<file path="config.mk">
export PLATFORM = sky130hd
export DESIGN_NAME = pin_mux_hold_handshake
export DESIGN_NICKNAME = d
export VERILOG_FILES = /design/src/rtl/hold_handshake.v /design/src/rtl/pin_mux_hold_handshake.v
export VERILOG_INCLUDE_DIRS = /design/src /design/src/rtl
export SDC_FILE = /design/constraint.sdc
export NUM_CORES = 1
export LEC_CHECK = 0
export CORE_ASPECT_RATIO = 2
export CORE_MARGIN = 2
export CORE_UTILIZATION = 50
export CTS_CLUSTER_DIAMETER = 100
export DETAILED_ROUTE_END_ITERATION = 8
export DONT_BUFFER_PORTS = 1
export PLACE_DENSITY = 0.77
export SLEW_MARGIN = 20
export SYNTH_ARGS = -nofsm -noshare
export SYNTH_HDL_FRONTEND = slang
export SYNTH_SLANG_ARGS = --single-unit
</file>
<file path="constraint.sdc">
create_clock -name clk_in -period 3.5 [get_ports clk_in]
set_clock_uncertainty 0.05 [all_clocks]
set_input_delay 0.7 -clock clk_in [delete_from_list [all_inputs] [get_ports clk_in]]
set_output_delay 0.7 -clock clk_in [all_outputs]
set_load 0.01 [all_outputs]
</file>
<file path="src/rtl/pin_mux_consts.vh">
// Constants for the port A upper-pin multiplexer and bus hold handshake
//
// Contract
// - pin15_select bits 31-30, 00 GPIO at reset
// - 01: input trip four, output hold grant
// - Grant driven low after hold request granted
// - Bus address, data, strobes float while granted
// - Grant released after request released
// - pin15 code 10 is serial B receive
// - pin15 code 11 is frame sync, bidirectional
// - pin14_select bits 29-28, 00 GPIO at reset
// - pin14 code 01 trip three and request
// - Hold mask set ignores hold request
// - Mask clear: low trip three floats bus
// - Trip inputs ignored until software enables each
// - Yield bus only after accesses finish
// - pin14 code 10 drives serial B transmit
// - pin14 code 11 is transmit clock, bidirectional
// - pin13_select bits 27-26, 00 GPIO at reset
// - Mux writes need protected write enable
`ifndef PIN_MUX_CONSTS_VH
`define PIN_MUX_CONSTS_VH

// ------------------------------------------------------------
// Register addresses
// ------------------------------------------------------------
`define ADDR_MUX_LOW 4'h0
`define ADDR_DIRECTION 4'h1
`define ADDR_EXT_CFG2 4'h2
`define ADDR_CONTROL 4'h3
`define ADDR_STATUS 4'h4

// ------------------------------------------------------------
// Field positions and codes
// ------------------------------------------------------------
`define PIN15_HI 31
`define PIN15_LO 30
`define PIN14_HI 29
`define PIN14_LO 28
`define PIN13_HI 27
`define PIN13_LO 26
`define SEL_GPIO 2'h0
`define SEL_ALT1 2'h1
`define SEL_ALT2 2'h2
`define SEL_ALT3 2'h3
`define MUX_RESET 32'h0000_0000
`define DIR_PIN13 13
`define DIR_PIN14 14
`define DIR_PIN15 15
`define CFG2_HOLD_MASK 0
`define CTRL_PROT_EN 0
`define CTRL_TZ3_EN 1
`define CTRL_TZ4_EN 2
`define DIR_RESET 16'h0000

// ------------------------------------------------------------
// Hold states
// ------------------------------------------------------------
`define HOLD_IDLE 2'h0
`define HOLD_DRAIN 2'h1
`define HOLD_GRANTED 2'h2

`endif

</file>
<file path="src/rtl/hold_handshake.v">
// Bus hold request/grant sequencer
`timescale 1ns/1ps
`include "pin_mux_consts.vh"
module hold_handshake (
   input wire clk_in,
   input wire rst_n_in,
   input wire request_in,
   input wire bus_busy_in,
   input wire access_pending_in,
   output reg granted_out,
   output reg bus_float_out
);
   localparam [1:0] ST_IDLE = `HOLD_IDLE;
   localparam [1:0] ST_DRAIN = `HOLD_DRAIN;
   localparam [1:0] ST_GRANTED = `HOLD_GRANTED;

   reg [1:0] state;
   reg [1:0] next_state;

   always @* begin
      next_state = state;
      case (state)
         ST_IDLE: begin
            if (request_in) begin
               next_state = ST_DRAIN;
            end
         end
         ST_DRAIN: begin
            if (!request_in) begin
               next_state = ST_IDLE;
            end else if (!bus_busy_in && !access_pending_in) begin
               next_state = ST_GRANTED;
            end
         end
         ST_GRANTED: begin
            if (!request_in) begin
               next_state = ST_IDLE;
            end
         end
         default: begin
            next_state = ST_IDLE;
         end
      endcase
   end

   always @(posedge clk_in) begin
      if (!rst_n_in) begin
         state <= ST_IDLE;
         granted_out <= 1'b0;
         bus_float_out <= 1'b0;
      end else begin
         state <= next_state;
         granted_out <= (next_state == ST_GRANTED);
         bus_float_out <= (next_state == ST_GRANTED);
      end
   end
endmodule // hold_handshake

</file>
<file path="src/rtl/pin_mux_hold_handshake.v">
// Port A upper-pin multiplexer with external bus hold handshake
`timescale 1ns/1ps
`include "pin_mux_consts.vh"
module pin_mux_hold_handshake (
   input wire clk_in,
   input wire rst_n_in,
   input wire [3:0] addr_in,
   input wire [31:0] wdata_in,
   input wire wr_in,
   input wire rd_in,
   output reg [31:0] rdata_out,
   // Pin 15 (three-signal pad)
   input wire pin15_in,
   output reg pin15_out,
   output reg pin15_oe_out,
   // Pin 14
   input wire pin14_in,
   output reg pin14_out,
   output reg pin14_oe_out,
   // Pin 13
   input wire pin13_in,
   output reg pin13_out,
   output reg pin13_oe_out,
   // GPIO core side
   input wire [2:0] gpio_out_in,
   output reg [2:0] gpio_in_out,
   // Serial B
   input wire serial_b_tx_in,
   output reg serial_b_rx_out,
   // Buffered serial port B frame sync and clock
   input wire frame_sync_out_in,
   input wire frame_sync_oe_in,
   output reg frame_sync_in_out,
   input wire tx_clock_out_in,
   input wire tx_clock_oe_in,
   output reg tx_clock_in_out,
   // Trip zones toward the pwm unit, active low
   output reg trip_zone_three_n_out,
   output reg trip_zone_four_n_out,
   // External memory port status and float control
   input wire bus_busy_in,
   input wire access_pending_in,
   output reg bus_float_out
);
   // ------------------------------------------------------------
   // Registers
   // ------------------------------------------------------------
   reg [31:0] port_a_mux_low_select;
   reg [15:0] port_a_direction;
   reg hold_request_mask;
   reg protected_write_enable;
   reg trip_three_enable;
   reg trip_four_enable;

   // ------------------------------------------------------------
   // Pin synchronisers
   // ------------------------------------------------------------
   reg [2:0] pin_meta;
   reg [2:0] pin_sync;

   wire [1:0] pin15_select;
   wire [1:0] pin14_select;
   wire [1:0] pin13_select;
   wire pin15_is_output;
   wire hold_request;
   wire hold_granted;
   wire hold_float;

   assign pin15_select = port_a_mux_low_select[`PIN15_HI:`PIN15_LO];
   assign pin14_select = port_a_mux_low_select[`PIN14_HI:`PIN14_LO];
   assign pin13_select = port_a_mux_low_select[`PIN13_HI:`PIN13_LO];
   assign pin15_is_output = port_a_direction[`DIR_PIN15];

   // Low level on pin 14 in trip/hold mode requests the bus unless masked
   assign hold_request = (pin14_select == `SEL_ALT1) && !pin_sync[1] &&
      !hold_request_mask;

   function [31:0] read_mux;
      input [3:0] a;
      begin
         case (a)
            `ADDR_MUX_LOW: read_mux = port_a_mux_low_select;
            `ADDR_DIRECTION: read_mux = {16'h0000, port_a_direction};
            `ADDR_EXT_CFG2: read_mux = {31'h0000_0000, hold_request_mask};
            `ADDR_CONTROL: read_mux = {29'h0000_0000, trip_four_enable,
               trip_three_enable, protected_write_enable};
            `ADDR_STATUS: read_mux = {29'h0000_0000, bus_float_out,
               hold_request, hold_granted};
            default: read_mux = 32'h0000_0000;
         endcase
      end
   endfunction

   hold_handshake u_hold (
      .clk_in(clk_in),
      .rst_n_in(rst_n_in),
      .request_in(hold_request),
      .bus_busy_in(bus_busy_in),
      .access_pending_in(access_pending_in),
      .granted_out(hold_granted),
      .bus_float_out(hold_float)
   );

   // ------------------------------------------------------------
   // Register bus
   // ------------------------------------------------------------
   always @(posedge clk_in) begin
      if (!rst_n_in) begin
         port_a_mux_low_select <= `MUX_RESET;
         port_a_direction <= `DIR_RESET;
         hold_request_mask <= 1'b0;
         protected_write_enable <= 1'b0;
         trip_three_enable <= 1'b0;
         trip_four_enable <= 1'b0;
         rdata_out <= 32'h0000_0000;
      end else begin
         if (wr_in) begin
            case (addr_in)
               `ADDR_MUX_LOW: begin
                  if (protected_write_enable) begin
                     port_a_mux_low_select <= wdata_in;
                  end
               end
               `ADDR_DIRECTION: begin
                  port_a_direction <= wdata_in[15:0];
               end
               `ADDR_EXT_CFG2: begin
                  hold_request_mask <= wdata_in[`CFG2_HOLD_MASK];
               end
               `ADDR_CONTROL: begin
                  protected_write_enable <= wdata_in[`CTRL_PROT_EN];
                  trip_three_enable <= wdata_in[`CTRL_TZ3_EN];
                  trip_four_enable <= wdata_in[`CTRL_TZ4_EN];
               end
               default: begin
               end
            endcase
         end
         rdata_out <= rd_in ? read_mux(addr_in) : 32'h0000_0000;
      end
   end

   // ------------------------------------------------------------
   // Input synchronisers: only pin_sync is read by logic
   // ------------------------------------------------------------
   always @(posedge clk_in) begin
      if (!rst_n_in) begin
         pin_meta <= 3'h7;
         pin_sync <= 3'h7;
      end else begin
         pin_meta <= {pin13_in, pin14_in, pin15_in};
         pin_sync <= pin_meta;
      end
   end

   // ------------------------------------------------------------
   // Pin routing, registered so a select change lands next cycle
   // ------------------------------------------------------------
   always @(posedge clk_in) begin
      if (!rst_n_in) begin
         pin15_out <= 1'b0;
         pin15_oe_out <= 1'b0;
         pin14_out <= 1'b0;
         pin14_oe_out <= 1'b0;
         pin13_out <= 1'b0;
         pin13_oe_out <= 1'b0;
         gpio_in_out <= 3'h0;
         serial_b_rx_out <= 1'b1;
         frame_sync_in_out <= 1'b0;
         tx_clock_in_out <= 1'b0;
         trip_zone_three_n_out <= 1'b1;
         trip_zone_four_n_out <= 1'b1;
         bus_float_out <= 1'b0;
      end else begin
         // Inactive levels unless selected below
         serial_b_rx_out <= 1'b1;
         frame_sync_in_out <= 1'b0;
         tx_clock_in_out <= 1'b0;
         trip_zone_three_n_out <= 1'b1;
         trip_zone_four_n_out <= 1'b1;
         gpio_in_out <= {pin_sync[2], pin_sync[1], pin_sync[0]};
         // Pin 15
         case (pin15_select)
            `SEL_GPIO: begin
               pin15_out <= gpio_out_in[0];
               pin15_oe_out <= port_a_direction[`DIR_PIN15];
            end
            `SEL_ALT1: begin
               // Grant is active low, driven only when direction is output
               pin15_out <= !hold_granted;
               pin15_oe_out <= pin15_is_output;
               if (!pin15_is_output && trip_four_enable) begin
                  trip_zone_four_n_out <= pin_sync[0];
               end
            end
            `SEL_ALT2: begin
               pin15_out <= 1'b0;
               pin15_oe_out <= 1'b0;
               serial_b_rx_out <= pin_sync[0];
            end
            default: begin
               // Reserved where the buffered port is absent
               pin15_out <= frame_sync_out_in;
               pin15_oe_out <= frame_sync_oe_in;
               frame_sync_in_out <= pin_sync[0];
            end
         endcase
         // Pin 14
         case (pin14_select)
            `SEL_GPIO: begin
               pin14_out <= gpio_out_in[1];
               pin14_oe_out <= port_a_direction[`DIR_PIN14];
            end
            `SEL_ALT1: begin
               pin14_out <= 1'b0;
               pin14_oe_out <= 1'b0;
               if (trip_three_enable) begin
                  trip_zone_three_n_out <= pin_sync[1];
               end
            end
            `SEL_ALT2: begin
               pin14_out <= serial_b_tx_in;
               pin14_oe_out <= 1'b1;
            end
            default: begin
               pin14_out <= tx_clock_out_in;
               pin14_oe_out <= tx_clock_oe_in;
               tx_clock_in_out <= pin_sync[1];
            end
         endcase
         // Pin 13: only GPIO routing is handled here
         if (pin13_select == `SEL_GPIO) begin
            pin13_out <= gpio_out_in[2];
            pin13_oe_out <= port_a_direction[`DIR_PIN13];
         end else begin
            pin13_out <= 1'b0;
            pin13_oe_out <= 1'b0;
         end
         // Masked or not, the float follows the grant; master waits for it
         bus_float_out <= hold_float;
      end
   end
endmodule // pin_mux_hold_handshake
</file>
Yosys cells after proc, flatten, opt, wreduce, memory -nomap -nowiden
Index checks and enable logic that the tools add are counted.
Widths: inputs -> output; s select.
{"block": "word_totals", "register_bits": 108, "mem_bits_ro": 0, "out_inout_bits": 47, "elab_cells": 73, "inputBits": 53, "mem_bits_rw": 0, "memories": 0, "latchBits": 0}
{"block": "classes", "reduce_logical": 27, "n_shift": 0, "div_mod_pow": 0, "addsub": 0, "n_bitwise": 1, "n_mul": 0, "magnitude_cmp": 0, "mux": 10, "eq_ne": 11}
{"cell": "$pmux 32 s5", "n": 1}
{"cell": "$reduce_and 2->1", "n": 6}
{"cell": "$pmux 1 s3", "n": 3}
{"cell": "$reduce_and 3->1", "n": 3}
{"cell": "$eq 2x2->1 const B", "n": 4}
{"cell": "$eq 4x2->1 const B", "n": 2}
{"cell": "$logic_not 2->1", "n": 4}
{"cell": "$mux 2", "n": 4}
{"cell": "$reduce_or 4->1", "n": 2}
{"cell": "$eq 2x1->1 const B", "n": 3}
{"cell": "$logic_not 1->1", "n": 6}
{"cell": "$pmux 2 s3", "n": 1}
{"cell": "$eq 4x1->1 const B", "n": 1}
{"cell": "$eq 4x3->1 const B", "n": 1}
{"cell": "$logic_and 1x1->1", "n": 4}
{"cell": "$logic_not 4->1", "n": 1}
{"cell": "$pmux 1 s2", "n": 1}
{"cell": "$reduce_or 2->1", "n": 1}
{"cell": "$not 1->1", "n": 1}

Depth between registers and ports, before layout
Gate-level depths: netlist of run 1.
{"block": "logic_depth", "word_depth": 6, "depth_mapped": 6, "ltp_nobuf": 3}

By module
Synthesis of run 1 repeated with hierarchy kept, for this count alone.
{"block": "hier_totals", "hier_cells": 422, "hier_area_um2": 3965.1}
{"module": "pin_mux_hold_handshake", "instances": 1, "area_each_um2": 3854.9, "cells_per_inst": 411, "seq_area_each_um2": 2102.0}
{"module": "hold_handshake", "instances": 1, "area_each_um2": 110.1, "cells_per_inst": 11, "seq_area_each_um2": 60.1}

Worst setup path before layout of run 1
OpenSTA, ideal clock, no wires.
{"block": "synth_path", "path_kind": "input port to flip-flop", "from": "input port addr_in[3]", "to": "register port_a_direction[12]", "setup_time_ps": 132, "path_stages": 5, "required_ps": 3318, "path_buffers": 2, "arrival_ps": 1633, "slack_ps": 1684, "path_cell_list": "buf_4 or3b_4 clkbuf_2 o21ai_0 a21oi_1"}
{"block": "synth_between", "elab_chain_len": 2}
{"item": "start, declared", "line_no": "pin_mux_hold_handshake.v:7", "rtl": "input wire [3:0] addr_in,"}
{"item": "$eq 4x1->1", "line_no": "pin_mux_hold_handshake.v:118", "rtl": "case (addr_in)"}
{"item": "$reduce_and 2->1 (no source line)"}
{"item": "end signal, assigned", "line_no": "pin_mux_hold_handshake.v:110", "rtl": "port_a_direction <= `DIR_RESET;"}
{"item": "end signal, assigned", "line_no": "pin_mux_hold_handshake.v:125", "rtl": "port_a_direction <= wdata_in[15:0];"}
{"item": "end, declared", "line_no": "pin_mux_hold_handshake.v:49", "rtl": "reg [15:0] port_a_direction;"}
No other way between the ends.
A chain may end at the register's enable or synchronous reset.

Worst setup path after layout of run 1
{"block": "layout_path", "from": "input port addr_in[1]", "to": "register rdata_out[29]"}
{"block": "layout_between", "elab_chain_len": 2, "elab_cells_between_ends": 6, "cone_classes": "eq/ne (4); mux (1); reduce/logical (1)"}
{"item": "$eq 4x3->1, or another cell as far along", "line_no": "pin_mux_hold_handshake.v:81", "rtl": "case (a)"}
{"item": "$pmux 32 s5 *", "line_no": "pin_mux_hold_handshake.v:81"}
{"item": "end signal, assigned", "line_no": "pin_mux_hold_handshake.v:139", "rtl": "rdata_out <= rd_in ? read_mux(addr_in) : 32'h0000_0000;"}
{"item": "end, declared", "line_no": "pin_mux_hold_handshake.v:11", "rtl": "output reg [31:0] rdata_out,"}
Mark *: on every way between the ends. The rest lies on a longest branch, timed or not.

==> results of run 1 <==
==> registers in the layout, summed over array words and instances (netlist names), 2 cells and up <==
register               flops
pin_meta                   3
pin_sync                   3
u_hold.state               2
port_a_direction          16
rdata_out                 32
port_a_mux_low_select     32
gpio_in_out                3
==> synth_stat cells (2+ instances only) <==
cell type,n,area (um2)
nand3b_1,2,15.0
mux2_2,3,33.8
nand2_1,4,15.0
o21ai_1,6,30.0
a22oi_1,13,97.6
buf_4,3,22.5
o21ai_0,47,235
and2_1,20,125
nor2_1,20,75.1
buf_6,3,33.8
inv_1,2,7.51
nor4b_1,3,26.3
dfxtp_1,108,2160
nor2b_1,2,12.5
nand2b_1,8,50.1
a21oi_1,55,275
nand4bb_1,2,22.5
clkbuf_1,15,56.3
nand3_1,58,290
a31oi_1,3,18.8
clkbuf_2,3,15.0
mux2i_1,3,30.0
nand4_1,4,25.0
buf_2,13,65.1
==> cells by family after synthesis <==
| logic type | Yosys count | synth area share (%) |
|---|---|---|
| buffers and inverters | 40 | 5.19 |
| flip-flops | 108 | 55.0 |
| AO/OA/AOI/OAI | 128 | 17.5 |
| AND/OR/NAND/NOR | 139 | 20.7 |
| multiplexers | 6 | 1.62 |
==> critical path, cell delays in order <==
cell	delay [ns]
nor4_4	0.76
and3_2	0.46
and2_1	0.16
==> power by group <==
part           switching (mW)  internal (mW)
registers             0.00717           1.24
clock network           0.421          0.522
logic                  0.0464         0.0185
==> per-stage QoR <==
stage | utilization (%) | worst slack, ns | total power, mW
6_report | 54.8 | 1.64 | 2.25
5_1_grt | 54.8 | 1.56 | 2.34
4_1_cts | 54.8 | 1.65 | 2.28
3_5_place_dp | 51.1 | 1.29 | 1.34
3_3_place_gp | 51.1 | 1.35 | 1.34
2_1_floorplan | - | 1.68 | 1.34
==> cell usage in the layout (no fill, tap or decap), types with 2 or more instances in the layout <==
| cell | count |
|---|---|
| a21oi_1 | 55 |
| nand2_1 | 4 |
| mux2_2 | 3 |
| clkbuf_1 | 2 |
| nor2_1 | 20 |
| nand2b_1 | 8 |
| clkbuf_8 | 2 |
| inv_1 | 2 |
| nor2b_1 | 2 |
| nand4_1 | 4 |
| o21ai_0 | 47 |
| nand3b_1 | 2 |
| and2_1 | 20 |
| o21ai_1 | 6 |
| buf_4 | 4 |
| mux2i_1 | 3 |
| dfxtp_1 | 108 |
| nor4b_1 | 3 |
| nand4bb_1 | 2 |
| a22oi_1 | 13 |
| clkbuf_16 | 9 |
| nand3_1 | 58 |
| a31oi_1 | 3 |
==> final cells by class <==
cell class              instances  area (um2)
inverters                       3        11.3
repair buffers                  4        30.0
well taps                      94         118
clock inverters                 3        21.3
flip-flops and latches        108        2160
multi-input cells             273        1570
clock buffers                  13         260
fillers                       697        3430
==> worst paths after layout <==
kind | startpoint | slack, ns | end
worst max register to register | protected_write_enable$_SDFFE_PN0P_ | 1.91 | port_a_mux_low_select[29]$_SDFFE_PN0P_
worst min-delay path | pin_meta[0]$_SDFF_PN1_ | 0.36 | pin_sync[0]$_SDFF_PN1_
worst min register to register | pin_meta[0]$_SDFF_PN1_ | 0.36 | pin_sync[0]$_SDFF_PN1_
worst max-delay path | addr_in[1] | 1.64 | rdata_out[29]$_SDFF_PN0_
==> metal layers <==
layer	share of wire, %	track usage (%)
met1	36	25.5
met2	54	40.4
met3	6.7	6.16
met4	2.9	11.6
met5	0	0
==> summary.txt, run 1 <==
Pwr
  – Leakage Power: 1.33 nW
  – Maximum vdd drop: 368 uV
  – PwrDens: 541 nW/um2

Yosys
  – Synth Area per Inst: 9.34 um2
  – Synthesized Nets: 474
  – Post-synth EDFFs: 0
  – Synth warnings: 0
  – Netlist cell types: 45
  – Mapped Cells: 421
  – Mapped Area: 3930 um2
  – Seq/Total Area, Yosys: 55.0%
  – Synth Register Bits: 108
  – Top_reg_cell synth: dfxtp_1
  – FFs w/ async S/R, synth: 0%

Clock tree
  – CTS H-tree depth: 3
  – TritonCTS clock tree: built
  – Clk sinks: 108
  – Clock Tree Buf Depth: 2
  – Worst-Skew Late Latency: 0.34 ns
  – CTS buffer count: 9
  – Clk slew on worst S/H paths: 0.06 ns
  – Root buffer cell: clkbuf_16
  – Post-CTS sizing: 0
  – # Post-CTS Setup Buffers: 0
  – Hold_buf cts: 0

Drt
  – DRC: 0
  – Avg WL per Cell: 19.0 um
  – First drt pass iteration count: 5
  – Final wirelength: 9440 um
  – DRT antenna net count: 0
  – 1st-iter DRT viols: 235
  – DR vias: 3083
  – Via/cell ratio: 6.19

Floorplanning
  – Io pins: 100
  – Area of the die: 8630 um2
  – Die width: 66.7 um
  – Core Region: 7600 um2
  – Height of the die: 129 um
  – Starting Density: 51.7%
  – Row count: 45

Place
  – Post-Place Cells: 482
  – Routability cong.: 0.838
  – HPWL Detailed: 6250 um
  – I/O Buffers: 0
  – Placed Instance Area: 3890 um2

Timing
  – TNS Setup: 0 ns
  – Slew Viols, Final: 0
  – Worst-margin pin slew: 1.07 ns
  – Fin crit period: 1.86 ns
  – F_max: 538 MHz
  – Fin crit share: 53.1%
  – Hold slack: 0.362 ns
  – Setup-failing EPs final: 0
  – Relative slew margins: 28.7%
  – Final hold vios: 0
  – RSZ-0062 raised after global routing: false

Global routing
  – Overflow after GRT: 0
  – Global-route wire length before repair: 15100 um
  – GR Util All Layers: 23.3%
  – Vias in the first global route: 3102
  – Largest net degree at the start of global routing: 60
  – Antenna violations before repair: 0

Worst setup path
  – Startpoint Class: input pin
  – Critical path required time: 3.73 ns
  – Crit end category: register
  – R2R depth: 3
  – Arr. time, crit path: 2.09 ns
  – WS Path Type: input pin to register
  – Critical path fanouts, max: 18

Outcome
  – Status: complete, no violations

Layout
  – Final instance area: 4170 um2
  – Diodes inserted: 0
  – Layout cells sized above 1: 7.18%
  – Area grow syn2layout: 6.01%
  – Nets@finish: 452
  – Post-Layout Cell Count: 498

Hold path
  – Hold depth: 1
  – Path type of the worst min-delay path: register to register

Run
  – Maxcap violations: 0
Note: power is estimated with default switching activity, not from simulation.
==> run 2: changes to the inputs <==
- clock period: 3.5 -> 1.83 ns (I/O delays scaled with it)
==> run 2 against run 1 <==
  * Clock power up 88%
  * Via count up 0.52%
  * Power up 90%
  * Critical path type is now register to register
  * Largest cell class unchanged
==> summary.txt, run 2 (synthesis gave the netlist of run 1 again) <==
Worst setup path
  – Startpoint Class: register
  – Arr. time, crit path: 1.69 ns (-0.40 ns)
  – Worst Setup SP: port_a_mux_low_select[28]$_SDFFE_PN0P_
  – R2R Setup Slk: 0.34 ns (-1.57 ns)
  – RR Startpoint: port_a_mux_low_select[28]$_SDFFE_PN0P_
  – WS Path Type: register to register
  – R2R depth: 3 (unchanged)
  – Critical path required time: 2.03 ns (-1.70 ns)
  – Crit end category: register
  – Reg-to-reg endpoint: u_hold.state[0]$_SDFF_PN0_
  – Critical path fanouts, max: 7 (-11)
  – CP endpoint: u_hold.state[0]$_SDFF_PN0_

Global routing
  – GR Util All Layers: 22.3% (-0.93 points)
  – Overflow after GRT: 0 (unchanged)
  – Vias in the first global route: 2894 (-6.7%)
  – Largest net degree at the start of global routing: 39 (-35%)
  – Global-route wire length before repair: 14600 um (-3.8%)
  – Antenna violations before repair: 0 (unchanged)

Pwr
  – Clk pwr share: 41.2% (-0.6 points)
  – Net switching power: 911 uW (+92%)
  – Comb power frac: 3.2% (+0.3 points)
  – Sw Share: 21.3% (+0.20 points)
  – PwrDens: 1010 nW/um2 (+88%)
  – Sequential share of power: 55.6% (+0.3 points)
  – Maximum vdd drop: 671 uV (+82%)
  – Leakage Power: 1.36 nW (+1.9%)
  – Internal cell power: 3.38 mW (+90%)

Drt
  – First drt pass iteration count: 5 (unchanged)
  – DR vias: 3099 (+0.52%)
  – DRT antenna net count: 0 (unchanged)
  – Avg WL per Cell: 18.7 um (-1.2%)
  – Final wirelength: 9470 um (+0.23%)
  – Via/cell ratio: 6.14 (-0.87%)
  – DRC: 0 (unchanged)
  – 1st-iter DRT viols: 251 (+6.8%)

Layout
  – Layout cells sized above 1: 8.52% (+1.3 points)
  – Commonest cells after routing, fill and taps aside: dfxtp_1 (108), nand3_1 (58), a21oi_1 (55), o21ai_0 (47)
  – Biggest regs: port_a_mux_low_select (32), rdata_out (32), port_a_direction (16)
  – Area grow syn2layout: 7.45%
  – Area taken by flip-flops and latches: 2160 um2 (unchanged)
  – Nets@finish: 459 (+1.5%)
  – Diodes inserted: 0 (unchanged)
  – Most common cell after layout, fill and taps aside: dfxtp_1
  – Final core utilization: 55.6% (+0.74 points)
  – Multi-input gate area: 1570 um2 (unchanged)
  – Fillcell total: 708 (+1.6%)

Outcome
  – Status: complete, no violations

Clock tree
  – # Post-CTS Setup Buffers: 0 (unchanged)
  – CTS buffer count: 9 (unchanged)
  – Clk slew on worst S/H paths: 0.07 ns (about the same)
  – Hold_buf cts: 0 (unchanged)
  – Root buffer cell: clkbuf_16
  – TritonCTS clock tree: built
  – Clock Tree Buf Depth: 2 (unchanged)
  – Worst-Skew Late Latency: 0.33 ns (about the same)
  – Post-CTS sizing: 0 (unchanged)
  – CTS H-tree depth: 3 (unchanged)
  – Clk sinks: 108 (unchanged)

Floorplanning
  – Area of the die: 8630 um2 (unchanged)
  – Row count: 45 (unchanged)
  – Io pins: 100 (unchanged)
  – Height of the die: 129 um (unchanged)
  – Die width: 66.7 um (unchanged)
  – Starting Density: 51.7% (unchanged)
  – Core Region: 7600 um2 (unchanged)

Timing
  – F_max: 671 MHz
  – Worst-margin pin slew: 0.574 ns (-0.495 ns)
  – Fin crit share: 81.4%
  – Fin crit period: 1.49 ns
  – Slew Viols, Final: 0 (unchanged)
  – Relative slew margins: 61.7% (+33 points)
  – Setup-failing EPs final: 0 (unchanged)
  – RSZ-0062 raised after global routing: false
  – Final hold vios: 0 (unchanged)
  – TNS Setup: 0 ns (unchanged)

Place
  – Routability cong.: 0.876 (+4.6%)
  – I/O Buffers: 0 (unchanged)
  – HPWL Detailed: 6330 um (+1.2%)

Hold path
  – Path type of the worst min-delay path: input pin to register

Run
  – Maxcap violations: 0 (unchanged)
[run 2: changes by cell type in the layout (fill, tap and decap cells not counted)]
cell        change
clkbuf_1        +1
clkinvlp_4      +2
clkinv_2        -1
clkinv_4        -1
buf_12          +1
clkbuf_8        -1
buf_4           +6
[run 2: stage by stage]
| stage | cells | setup WS (ns) | hold slack [ns] | power (mW) | area (um2) |
|---|---|---|---|---|---|
| floorplan | 421 | 0.348 | 0.328 | 2.56 | 3930 |
| global placement | 489 | 0.425 | 0.344 | 2.57 | 3950 |
| detailed placement | 489 | 0.372 | 0.350 | 2.57 | 3950 |
| CTS | 505 | 0.349 | 0.0421 | 4.32 | 4230 |
| global route | 505 | 0.225 | 0.0454 | 4.43 | 4230 |
| finish | 505 | 0.341 | 0.0529 | 4.29 | 4230 |
[run 2: power by group through the flow]
stage | clock, mW | combinational (mW) | sequential, mW
final | 1.77 | 0.135 | 2.38
after global placement | 0 | 0.129 | 2.44
after CTS | 1.80 | 0.133 | 2.38
after floorplan | 0 | 0.124 | 2.43
after detailed placement | 0 | 0.132 | 2.44
after global routing | 1.90 | 0.146 | 2.38
[run 2: worst max-delay path, stage by stage (launching register included)]
cell,delay (ns)
dfxtp_1,0.43
nor3b_1,0.47
nand3b_1,0.19
a211oi_1,0.26
[run 2: worst min path at each step]
stage | slack (ns) | start | endpoint | depth (start not counted)
floorplan | 0.33 | trip_three_enable$_SDFFE_PN0P_ | trip_zone_three_n_out$_SDFF_PN1_ | 1
global placement | 0.34 | pin_meta[2]$_SDFF_PN1_ | pin_sync[2]$_SDFF_PN1_ | 1
detailed placement | 0.35 | pin_meta[1]$_SDFF_PN1_ | pin_sync[1]$_SDFF_PN1_ | 1
CTS | 0.04 | rst_n_in | pin_sync[1]$_SDFF_PN1_ | 1
global route | 0.05 | rst_n_in | pin_sync[1]$_SDFF_PN1_ | 1
finish | 0.05 | rst_n_in | pin_sync[1]$_SDFF_PN1_ | 1
[run 2: final cells by class]
class / instances / area share (%)
well taps: 94 / 2.78
multi-input cells: 273 / 37.1
clock inverters: 3 / 0.533
repair buffers: 11 / 2.25
flip-flops and latches: 108 / 51.2
inverters: 3 / 0.267
clock buffers: 13 / 5.92
[run 2: layer usage]
layer / wire (um) / GRT usage [%]
met1: 3490 / 26.1
met2: 5060 / 37.8
met3: 614 / 5.56
met4: 303 / 10.1
met5: 0 / 0
